===== src/rss_cfg.svh =====
/*
  Constants of the reset strap sampler: register offsets, status bit
  positions, reset values and timing counts.
  Assumes it is included by bare name from every file that needs it.
*/
`ifndef RSS_CFG_SVH
`define RSS_CFG_SVH

// ==========================================================
// Register byte offsets (one 32-bit word each)
`define RSS_OFS_STATUS 5'h00
`define RSS_OFS_MASK 5'h04
`define RSS_OFS_STRAP 5'h08
`define RSS_OFS_STATE 5'h0C

// ==========================================================
// Status and mask bit positions
`define RSS_ST_MCHECK 0
`define RSS_ST_TAPRST 1
`define RSS_ST_CAPTURE 2
`define RSS_ST_W 3

// ==========================================================
// Reset values
`define RSS_STATUS_RST 3'h0
`define RSS_MASK_RST 3'h0
`define RSS_STRAP_RST 8'hFF
`define RSS_NOPULL_MASK 8'h03

// ==========================================================
// Strap width and timing counts
`define RSS_STRAP_W 8
`define RSS_PU_HOLD_CYC 4
`define RSS_TMS_RESET_CNT 5

`endif


===== src/rss_pkg.sv =====
/*
  Types of the reset strap sampler.
  Assumes nothing beyond a SystemVerilog compiler.
*/
package rss_pkg;

  // ==========================================================
  // Pin phase, Gray coded along sample -> settle -> functional
  typedef enum logic [1:0] {
    PH_SAMPLE = 2'h0,
    PH_SETTLE = 2'h1,
    PH_FUNC = 2'h3
  } rss_phase_t;

endpackage


===== src/rss_sync.sv =====
/*
  Two-flop synchroniser for a bundle of independent level inputs.
  Assumes each bit is a slow level; no bundle coherence is promised.
*/
module rss_sync #(
  parameter int W = 1,
  parameter logic [W-1:0] RST_VAL = '0
) (
  input wire logic i_ref_clk, // Block clock
  input wire logic i_rst_n, // Async reset, active low
  input wire logic [W-1:0] i_d, // Asynchronous levels
  output logic [W-1:0] o_q // Synchronised levels
);

  logic [W-1:0] meta;

  // ==========================================================
  // First stage feeds only the second stage
  always_ff @(posedge i_ref_clk or negedge i_rst_n)
  begin
    if (!i_rst_n)
    begin
      meta <= RST_VAL;
      o_q <= RST_VAL;
    end
    else
    begin
      meta <= i_d;
      o_q <= meta;
    end
  end

endmodule // rss_sync


===== src/rss_tap.sv =====
/*
  Test access port reset detector: sees the test reset pin and a run of
  mode-select highs on test clock rising edges.
  Assumes the test clock is far slower than the block clock.
*/
`include "rss_cfg.svh"

module rss_tap (
  input wire logic i_ref_clk, // Block clock
  input wire logic i_rst_n, // Async reset, active low
  input wire logic i_tck, // Test clock pin
  input wire logic i_tms, // Test mode select pin
  input wire logic i_trst_n, // Test reset pin, active low
  output logic o_tap_reset, // TAP held in reset
  output logic o_tms_evt // Pulse: reset reached through mode select
);

  logic [2:0] pins_s;
  logic tck_s, tms_s, trst_s, tck_d, tck_rise;
  logic [2:0] cnt;

  // ==========================================================
  // Pin synchronisers, test reset comes up asserted
  rss_sync #(.W(3), .RST_VAL(3'h0)) u_sync (
    .i_ref_clk(i_ref_clk),
    .i_rst_n(i_rst_n),
    .i_d({i_tck, i_tms, i_trst_n}),
    .o_q(pins_s)
  );
  assign {tck_s, tms_s, trst_s} = pins_s;
  assign tck_rise = tck_s && !tck_d;

  // Edge history of the synchronised test clock
  always_ff @(posedge i_ref_clk or negedge i_rst_n)
  begin
    if (!i_rst_n)
      tck_d <= 1'b0;
    else
      tck_d <= tck_s;
  end

  // Count consecutive high mode-select samples, saturating
  always_ff @(posedge i_ref_clk or negedge i_rst_n)
  begin
    if (!i_rst_n)
      cnt <= 3'h0;
    else if (tck_rise)
      cnt <= !tms_s ? 3'h0 : (cnt == 3'(`RSS_TMS_RESET_CNT)) ? cnt : cnt + 3'h1;
  end

  // Reset by test reset pin or by five mode-select highs
  always_ff @(posedge i_ref_clk or negedge i_rst_n)
  begin
    if (!i_rst_n)
    begin
      o_tap_reset <= 1'b1;
      o_tms_evt <= 1'b0;
    end
    else
    begin
      o_tms_evt <= tck_rise && tms_s && cnt == 3'(`RSS_TMS_RESET_CNT - 1);
      o_tap_reset <= !trst_s || (tck_rise && tms_s && cnt >= 3'(`RSS_TMS_RESET_CNT - 1))
        || (o_tap_reset && !(tck_rise && !tms_s));
    end
  end
endmodule // rss_tap


===== src/rss_top.sv =====
/*
  Reset strap sampler: catches power-on configuration from multiplexed
  strap pins at the release of hard reset, then hands the pins back to
  their functional output role; turns soft reset into a machine-check
  request; detects TAP reset; Avalon-MM register slave with interrupt.
  Assumes hard reset, soft reset, straps and test pins are asynchronous
  board levels, and functional output data comes from this clock domain.
*/
// Implementation choices: the Avalon-MM slave port and the placing of the registers.
// Operation
// - while hard reset is low, strap pins are inputs and never driven
// - strap levels are caught when hard reset releases and kept as configuration
// - after capture, receiver off and pin returns to its functional output
// - pull-ups on only in reset plus a few clocks, off with receiver
// - a sampled high level selects the default setting of each bit
// - clock-ratio straps get no internal pull-up
// - TAP reset also reachable with test clock and mode select alone
// - soft reset assertion raises a machine-check request to the core
`include "rss_cfg.svh"

module rss_top #(
  parameter int N_STRAP = `RSS_STRAP_W,
  parameter int PU_HOLD = `RSS_PU_HOLD_CYC,
  parameter logic [N_STRAP-1:0] NOPULL = `RSS_NOPULL_MASK
) (
  input wire logic i_ref_clk, // 40 MHz block clock
  input wire logic i_rst_n, // Async reset, active low
  input wire logic i_hard_reset_n, // Hard reset pin, active low
  input wire logic i_soft_reset_n, // Soft reset pin, active low
  input wire logic [N_STRAP-1:0] i_strap_pin, // Strap pin input level
  input wire logic [N_STRAP-1:0] i_func_out, // Functional output data
  output logic [N_STRAP-1:0] o_strap_pin_out, // Strap pin output level
  output logic o_strap_pin_oe_n, // Strap pin drive, active low
  output logic [N_STRAP-1:0] o_strap_pu_en, // Gated pull-up enables
  output logic o_strap_rx_en, // Input receiver enable
  output logic [N_STRAP-1:0] o_strap_cfg, // Captured configuration
  output rss_pkg::rss_phase_t o_pin_phase, // Pin phase
  output logic o_mcheck, // Machine-check request pulse
  input wire logic i_tck, // Test clock pin
  input wire logic i_tms, // Test mode select pin
  input wire logic i_trst_n, // Test reset pin, active low
  output logic o_tap_reset, // TAP held in reset
  input wire logic [4:0] i_avs_address, // Byte address
  input wire logic i_avs_read, // Read request
  input wire logic i_avs_write, // Write request
  input wire logic [31:0] i_avs_writedata, // Write data
  input wire logic [3:0] i_avs_byteenable, // Byte lanes
  output logic [31:0] o_avs_readdata, // Read data
  output logic o_avs_waitrequest, // Wait, active high
  output logic o_irq // Level interrupt
);
  import rss_pkg::*;

  // ==========================================================
  // Declarations
  logic [N_STRAP+1:0] pins_s;
  logic [N_STRAP-1:0] strap_s;
  logic hr_n_s, sr_n_s, sr_d;
  logic mc_evt, cap_evt, tms_evt;
  rss_phase_t phase, next_phase;
  logic [7:0] hold_cnt;
  logic [`RSS_ST_W-1:0] status, next_status, mask, next_mask, st_clr;
  logic [31:0] rd_mux;
  logic acc_rd, acc_wr;

  // ==========================================================
  // Pin synchronisers; hard reset comes up asserted, straps at default
  rss_sync #(
    .W(N_STRAP + 2),
    .RST_VAL({1'b1, 1'b0, {N_STRAP{1'b1}}})
  ) u_pin_sync (
    .i_ref_clk(i_ref_clk),
    .i_rst_n(i_rst_n),
    .i_d({i_soft_reset_n, i_hard_reset_n, i_strap_pin}),
    .o_q(pins_s)
  );
  assign {sr_n_s, hr_n_s, strap_s} = pins_s;

  // ==========================================================
  // Pin phase
  // Any return of hard reset restarts sampling, even mid-settle
  always_comb
  begin
    next_phase = phase;
    case (phase)
      PH_SAMPLE:
        if (hr_n_s)
          next_phase = PH_SETTLE;
      PH_SETTLE:
        if (!hr_n_s)
          next_phase = PH_SAMPLE;
        else if (hold_cnt == 8'(PU_HOLD - 1))
          next_phase = PH_FUNC;
      PH_FUNC:
        if (!hr_n_s)
          next_phase = PH_SAMPLE;
      default:
        next_phase = PH_SAMPLE;
    endcase
  end

  // Phase register
  always_ff @(posedge i_ref_clk or negedge i_rst_n)
  begin
    if (!i_rst_n)
      phase <= PH_SAMPLE;
    else
      phase <= next_phase;
  end

  // Settle counter keeps the pull-up on a few clocks past release
  always_ff @(posedge i_ref_clk or negedge i_rst_n)
  begin
    if (!i_rst_n)
      hold_cnt <= 8'h00;
    else if (phase == PH_SETTLE && hr_n_s)
      hold_cnt <= hold_cnt + 8'h01;
    else
      hold_cnt <= 8'h00;
  end

  // ==========================================================
  // Capture
  // Caught only on the release edge, so later pin traffic is ignored
  assign cap_evt = (phase == PH_SAMPLE) && hr_n_s;

  // Captured configuration; high means default, so reset shows defaults
  always_ff @(posedge i_ref_clk or negedge i_rst_n)
  begin
    if (!i_rst_n)
      o_strap_cfg <= `RSS_STRAP_RST;
    else if (cap_evt)
      o_strap_cfg <= strap_s;
  end

  // ==========================================================
  // Pad control, registered from the next phase
  // Receiver and pull-up drop in the same edge as the driver turns on
  always_ff @(posedge i_ref_clk or negedge i_rst_n)
  begin
    if (!i_rst_n)
    begin
      o_strap_pin_oe_n <= 1'b1;
      o_strap_rx_en <= 1'b1;
      o_strap_pu_en <= ~NOPULL;
      o_strap_pin_out <= '0;
      o_pin_phase <= PH_SAMPLE;
    end
    else
    begin
      o_strap_pin_oe_n <= (next_phase != PH_FUNC);
      o_strap_rx_en <= (next_phase != PH_FUNC);
      o_strap_pu_en <= (next_phase != PH_FUNC) ? ~NOPULL : '0;
      o_strap_pin_out <= (next_phase == PH_FUNC) ? i_func_out : '0;
      o_pin_phase <= next_phase;
    end
  end

  // ==========================================================
  // Soft reset to machine check
  // Edge, not level: a held soft reset asks the core only once
  assign mc_evt = sr_d && !sr_n_s;

  // Soft reset edge history and request pulse
  always_ff @(posedge i_ref_clk or negedge i_rst_n)
  begin
    if (!i_rst_n)
    begin
      sr_d <= 1'b1;
      o_mcheck <= 1'b0;
    end
    else
    begin
      sr_d <= sr_n_s;
      o_mcheck <= mc_evt;
    end
  end

  // ==========================================================
  // TAP reset detector
  rss_tap u_tap (
    .i_ref_clk(i_ref_clk),
    .i_rst_n(i_rst_n),
    .i_tck(i_tck),
    .i_tms(i_tms),
    .i_trst_n(i_trst_n),
    .o_tap_reset(o_tap_reset),
    .o_tms_evt(tms_evt)
  );

  // ==========================================================
  // Avalon-MM slave: one wait state on every access
  assign acc_rd = i_avs_read && !o_avs_waitrequest;
  assign acc_wr = i_avs_write && !o_avs_waitrequest;

  // Read mux; unmapped addresses read as zero
  always_comb
  begin
    rd_mux = 32'h0000_0000;
    case (i_avs_address)
      `RSS_OFS_STATUS: rd_mux = {29'h0, status};
      `RSS_OFS_MASK: rd_mux = {29'h0, mask};
      `RSS_OFS_STRAP: rd_mux = {{(32 - N_STRAP){1'b0}}, o_strap_cfg};
      `RSS_OFS_STATE: rd_mux = {28'h0, o_tap_reset, hr_n_s, o_pin_phase};
      default: rd_mux = 32'h0000_0000;
    endcase
  end

  // Wait state and read data; data stands through the accepting edge
  always_ff @(posedge i_ref_clk or negedge i_rst_n)
  begin
    if (!i_rst_n)
    begin
      o_avs_waitrequest <= 1'b1;
      o_avs_readdata <= 32'h0000_0000;
    end
    else if ((i_avs_read || i_avs_write) && o_avs_waitrequest)
    begin
      o_avs_waitrequest <= 1'b0;
      o_avs_readdata <= rd_mux;
    end
    else
      o_avs_waitrequest <= 1'b1;
  end

  // Next mask, low byte lane only; the interrupt uses it so it never lags a mask write
  assign next_mask = (acc_wr && i_avs_address == `RSS_OFS_MASK && i_avs_byteenable[0])
    ? i_avs_writedata[`RSS_ST_W-1:0] : mask;

  // Mask register
  always_ff @(posedge i_ref_clk or negedge i_rst_n)
  begin
    if (!i_rst_n)
      mask <= `RSS_MASK_RST;
    else
      mask <= next_mask;
  end

  // ==========================================================
  // Sticky status, cleared by read
  // Only bits that were returned are cleared, and a new event wins
  always_comb
  begin
    st_clr = '0;
    if (acc_rd && i_avs_address == `RSS_OFS_STATUS)
      st_clr = o_avs_readdata[`RSS_ST_W-1:0];
    next_status = status & ~st_clr;
    next_status[`RSS_ST_MCHECK] = next_status[`RSS_ST_MCHECK] | mc_evt;
    next_status[`RSS_ST_TAPRST] = next_status[`RSS_ST_TAPRST] | tms_evt;
    next_status[`RSS_ST_CAPTURE] = next_status[`RSS_ST_CAPTURE] | cap_evt;
  end

  // Status and interrupt registers
  always_ff @(posedge i_ref_clk or negedge i_rst_n)
  begin
    if (!i_rst_n)
    begin
      status <= `RSS_STATUS_RST;
      o_irq <= 1'b0;
    end
    else
    begin
      status <= next_status;
      o_irq <= |(next_status & next_mask);
    end
  end
endmodule // rss_top


===== config.mk =====
export PLATFORM = sky130hd
export DESIGN_NAME = rss_top
export DESIGN_NICKNAME = d
export VERILOG_FILES = /design/src/rss_pkg.sv /design/src/rss_sync.sv /design/src/rss_tap.sv /design/src/rss_top.sv
export VERILOG_INCLUDE_DIRS = /design/src
export SDC_FILE = /design/constraint.sdc
export NUM_CORES = 1
export LEC_CHECK = 0
export BUFFER_PORTS_ARGS = -buffer_cell sky130_fd_sc_hd__buf_4
export CORE_MARGIN = 8
export CORE_UTILIZATION = 47
export DETAILED_ROUTE_END_ITERATION = 10
export MAX_ROUTING_LAYER = met4
export PLACE_DENSITY = 0.81
export SLEW_MARGIN = 20
export SYNTH_ARGS = -nofsm -noshare
export SYNTH_HDL_FRONTEND = slang
export SYNTH_SLANG_ARGS = --single-unit

===== constraint.sdc =====
create_clock -name i_ref_clk -period 1.5 [get_ports i_ref_clk]
set_input_delay 0.075 -clock i_ref_clk [delete_from_list [all_inputs] [get_ports i_ref_clk]]
set_output_delay 0.075 -clock i_ref_clk [all_outputs]
set_load 0.005 [all_outputs]

======== Word level (Yosys, flattened, before mapping) ========
Index checks and enable logic that the tools add are counted.
operators by class
  add/subtract/negate cells ............... 2
  order comparisons ....................... 1
  eq/ne operators ......................... 11
  multiplexer cells ....................... 14
  bitwise operators ....................... 6
  reductions and logical operators ........ 28
operators by type and width
  kind                 number
  $pmux 8 s4           1
  $mux 8               3
  $logic_and 1x1->1    15
  $mux 3               4
  $eq 5x4->1 const B   2
  $add 8x1->8 const B  1
  $eq 8x2->1 const B   1
  $mux 2               4
  $and 3x3->3          2
  $eq 3x3->1 const B   2
  $logic_not 1->1      6
  $pmux 2 s3           1
  $eq 5x3->1 const B   1
  $logic_not 5->1      1
  $eq 2x2->1 const B   2
  $ne 2x2->1 const B   2
  $add 3x1->3 const B  1
  $ge 3x3->1 const B   1
  $logic_or 1x1->1     3
  $not 3->3            1
  $or 1x1->1           3
  $reduce_or 3->1      1
  $eq 2x1->1 const B   1
  $logic_not 2->1      1
  other kinds (2)      2
word-level totals
  register bits ........................... 109
  input port bits ......................... 66

======== Longest topological paths before layout ========
  depth in word-level cells ............... 9
  mapped depth ............................ 6

======== Hierarchy ========
From an unflattened synthesis, not the netlist that was laid out.
second synthesis, totals
  cells, all modules ...................... 232
  area total of the unflattened synthesis .. 3110.5 µm²
modules (own cells, without submodules)
  module                    times used  cells an instance  area each (µm²)  seq. area each (µm²)
  rss_top                   1           178                2128.3           1139.8
  rss_sync at u_pin_sync    1           20                 523.0            523.0
  rss_tap                   1           28                 309.0            151.4
  rss_sync at u_tap.u_sync  1           6                  150.1            150.1

======== Worst setup path after synthesis ========
OpenSTA, ideal clock, no wires.
  path kind ............................... reg2reg
  start point ............................. register, netlist name o_pin_phase[0]
  end point ............................... register o_strap_cfg[0]
  data arrival time ....................... 1.259 ns
  data required time ...................... 1.418 ns
  slack ................................... 0.159 ns
  stages on the path, launching flop included .. 3
  path buffers ............................ 0
  period minus slack after synthesis ...... 1.341 ns
  path through ............................ dfrtp_1 > nor3b_2 > mux2_2
RTL lines
  item                    line            text
  end signal: assignment  rss_top.sv:131  o_strap_cfg <= `RSS_STRAP_RST;
  end signal: assignment  rss_top.sv:133  o_strap_cfg <= strap_s;
  end: declaration        rss_top.sv:36   output logic [N_STRAP-1:0] o_strap_cfg,

======== Final worst setup path ========
  start point ............................. register hold_cnt[0]
  end point ............................... register o_strap_pin_out[6]
on the way
  word-level cells in the longest chain between the ends .. 6
RTL lines
  item                      line            text
  start: declaration        rss_top.sv:61   logic [7:0] hold_cnt;
  start signal: assignment  rss_top.sv:117  hold_cnt <= hold_cnt + 8'h01;
  $eq 8x2->1                rss_top.sv:92   else if (hold_cnt == 8'(PU_HOLD - 1))
  $mux 2                    rss_top.sv:92
  $mux 2                    rss_top.sv:90   if (!hr_n_s)
  $pmux 2 s3                rss_top.sv:85   case (phase)
  via next_phase[1]         rss_top.sv:60   rss_phase_t phase, next_phase;
  $eq 2x2->1                rss_top.sv:154  o_strap_pin_out <= (next_phase == PH_FUNC) ? i_func_out : '0;
  $mux 8                    rss_top.sv:154
  end signal: assignment    rss_top.sv:154
  end: declaration          rss_top.sv:32   output logic [N_STRAP-1:0] o_strap_pin_out,
The timed path passes the listed nets, and every way through them passes these cells.
A chain may end at the register's enable or synchronous reset.

==> impl_metrics.json <==
{
  "place_inst": 375,
  "drt_iter0_markers": 58,
  "grt_max_degree": 41,
  "overflow": 0,
  "cts.root.buffer_cell": "clkbuf_8",
  "synth_top_area_share_pct": 38.0,
  "synth_xor_area_share_pct": 1.70,
  "max_cap_viol_count": 0,
  "status": "finished, final reports clean",
  "grt_pass1_wl_um": 10800,
  "cts_tree": "yes",
  "cpMaxStageDelayCell": "dfrtp_1",
  "grt_pass1_vias": 2194,
  "critical_path.endpoint_type": "flip-flop",
  "fin_util_pct": 63.7,
  "totalWireLength_um": 6540,
  "critical_path.max_stage_delay_ns": 0.42,
  "setup_viol": 0,
  "syn_inst": 232,
  "yosys.cell_count.top_type": "dfrtp_1",
  "syn_to_final_growth_pct": 30.8,
  "antenna_found_initial": 1,
  "h-tree-depth": 3,
  "fp.dieH_um": 97.1,
  "synth_compound_area_share_pct": 5.62,
  "power_density_nw_per_um2": 1090,
  "synth_seq_area_share_pct": 63.5,
  "finClkSkew_ns": 0.0166,
  "io_pins": 130,
  "critPathMaxFanout": 5,
  "synthArstFlopShare_pct": 100,
  "highest_layer": "met4",
  "finalInstanceArea_um2": 4050,
  "hold_viol_final": 0,
  "netlist_area_um2": 3090,
  "post_dp_cell_area_um2": 3600,
  "startpoint_type": "flip-flop",
  "synth_adder_area_share_pct": 1.62,
  "layout_min_cycle_time_ns": 1.41,
  "cts_buffers": 9,
  "num_rows": 29,
  "core-area_um2": 6350,
  "dpl.hpwl_um": 4630,
  "yosys-top-cells-count": "47 x dfrtp_1, 33 x buf_4, 30 x dfstp_2",
  "initial_core_util_pct": 48.7,
  "drt-met1-wl_um": 2620,
  "synth_top_family_by_area": "simple AND/OR/NAND/NOR gates",
  "finalCritPeriodShare_pct": 94.3,
  "maxSlewHeadroom_pct": 65.8,
  "fmax_ghz": 0.707,
  "synth.avg_cell_area_um2": 13.3,
  "crit_required_ns": 1.73,
  "synth_flop_cell": "dfrtp_1",
  "dr_wl_met2_um": 3440,
  "synth_edf_count": 0,
  "setup_ws_ns": 0.0856,
  "met3_wirelength_um": 359,
  "vdd.ir_drop.worst_mv": 0.634,
  "synth_area_leaders": "dfrtp_1 38%, dfstp_2 25%, buf_4 8.0%",
  "path_cells": "ha_1 > a31oi_1 > nor2_2 > and2_1",
  "dieArea_um2": 9440,
  "die_x_um": 97.1,
  "ant_nets": 0,
  "drt_pass1_iterations": 5,
  "path_clk_slew_ns": 0.08,
  "worst_slew_pin_slew_ns": 0.513,
  "synth_cell_type_count": 40,
  "cts_buffer_depth": 2,
  "clock_latency_ns": 0.35,
  "finalNonFillerCells": 416,
  "drive_above_1_share_pct": 42.3,
  "yosysWarnings": 0,
  "yosysTopAreaCell": "dfrtp_1",
  "nets": 403,
  "synthMuxAreaShare_pct": 6.43,
  "clkSinkCount": 77,
  "hold_class": "primary input to flip-flop",
  "wire_per_inst_um": 15.7,
  "viasPerCell": 4.83,
  "numPortBuffers": 71,
  "crit_arrival_ns": 1.64,
  "num_vias": 2010,
  "slew_viol_final": 0,
  "leakagePower_nw": 1.94,
  "gr-usage-all-layers_pct": 14.3,
  "yosys_register_bits": 77,
  "synthSimpleGateAreaFrac_pct": 11.0,
  "route.detailed.drc": 0,
  "gp_congestion": 0.849,
  "dp_slack_ns": 0.159,
  "criticalPathCategory": "flip-flop to flip-flop",
  "fin_hold_ws_ns": 0.0316
}
[flip-flops by register name, summed over array words and instances, names as in the netlist]
register           count
o_strap_cfg            8
u_tap.o_tms_evt        1
o_strap_pu_en          1
mask                   3
status                 3
hold_cnt               8
u_tap.u_sync.o_q       3
o_avs_waitrequest      1
u_tap.u_sync.meta      3
u_tap.tck_d            1
u_tap.o_tap_reset      1
o_mcheck               1
u_pin_sync.meta       10
sr_d                   1
o_strap_pin_out        8
u_pin_sync.o_q        10
o_irq                  1
o_pin_phase            2
o_avs_readdata         8
u_tap.cnt              3
[where the power goes]
part           total (mW)  switching, mW  leakage [nW]  internal [mW]
sequential           2.35         0.0928         0.923           2.25
clock                1.55          0.770         0.101          0.784
combinational       0.517          0.235         0.912          0.282
[cell type report]
type | instances | area, µm²
Clock inverter | 6 | 70.1
Fill cell | 480 | 2300
Tap cell | 77 | 96.3
Antenna cell | 1 | 2.50
Clock buffer | 10 | 128
Multi-Input combinational cell | 134 | 925
Sequential cell | 77 | 1960
Timing Repair Buffer | 100 | 821
Inverter | 11 | 41.3
[cell usage in the layout (no fill, tap or decap), types with 2 or more instances in the layout]
| cell | instances |
|---|---|
| inv_6 | 2 |
| ha_1 | 4 |
| inv_1 | 11 |
| buf_4 | 76 |
| nand3_1 | 9 |
| conb_1 | 26 |
| nor2b_1 | 2 |
| and2_1 | 8 |
| dlygate4sd3_1 | 23 |
| mux2i_1 | 3 |
| nor2_2 | 2 |
| or2_2 | 3 |
| dfstp_2 | 30 |
| nor2_1 | 11 |
| a21oi_1 | 6 |
| a22o_1 | 5 |
| and3_1 | 3 |
| clkbuf_8 | 9 |
| clkinv_4 | 2 |
| mux4_1 | 3 |
| xor2_1 | 5 |
| dfrtp_1 | 47 |
| mux2_2 | 8 |
| nand2_1 | 11 |
| a31oi_1 | 3 |
| o21ai_0 | 7 |
[cell families (layout without fill, tap and decap cells)]
family,after synthesis,after routing
flip-flops,77,77
AND/OR/NAND/NOR,57,58
buffers and inverters,47,127
AO/OA/AOI/OAI,26,26
multiplexers,14,14
XOR/XNOR,6,6
adder cells (fa/ha/maj),4,4
other,1,27
[per-stage QoR]
step	total power [mW]	TNS, ns
final	4.42	0
after global routing	4.62	-0.00935
after CTS	4.47	0
after detailed placement	2.85	0
after global placement	2.82	0
after floorplan	2.62	0
[critical path: cells and delay by family (launching register included)]
family / cells / cell delay (ns)
DFF: 1 / 0.42
adders and majority gates: 1 / 0.27
and+or+nand+nor: 2 / 0.30
AOI/OAI and AO/OA: 1 / 0.31
[worst paths after layout]
path	cells past startpoint	to	slack (ns)	start
max	4	o_strap_pin_out[6]$_DFF_PN0_	0.09	hold_cnt[0]$_DFF_PN0_
max in group asynchronous	3	u_pin_sync.o_q[0]$_DFF_PN1_	0.65	i_rst_n
max reg2reg	4	o_strap_pin_out[6]$_DFF_PN0_	0.09	hold_cnt[0]$_DFF_PN0_
min reg2reg	0	u_tap.u_sync.o_q[1]$_DFF_PN0_	0.35	u_tap.u_sync.meta[1]$_DFF_PN0_
min in group asynchronous	2	u_tap.u_sync.o_q[0]$_DFF_PN0_	0.23	i_rst_n
min	4	o_avs_readdata[2]$_DFFE_PN0P_	0.03	i_avs_address[0]
[layer usage]
layer | track usage [%] | vias to the layer above
li1 | - | 925
met1 | 15.4 | 1013
met2 | 24.0 | 62
met3 | 4.05 | 10
met4 | 6.63 | 0
met5 | - | -
[what timing repair did]
action	in CTS	in global routing
resized for setup	0	2
endpoints found under the hold margin	46	0
buffers inserted	0	0
setup endpoints to repair	0	6
hold buffers	23	0
Note: power is estimated with default switching activity, not from simulation.
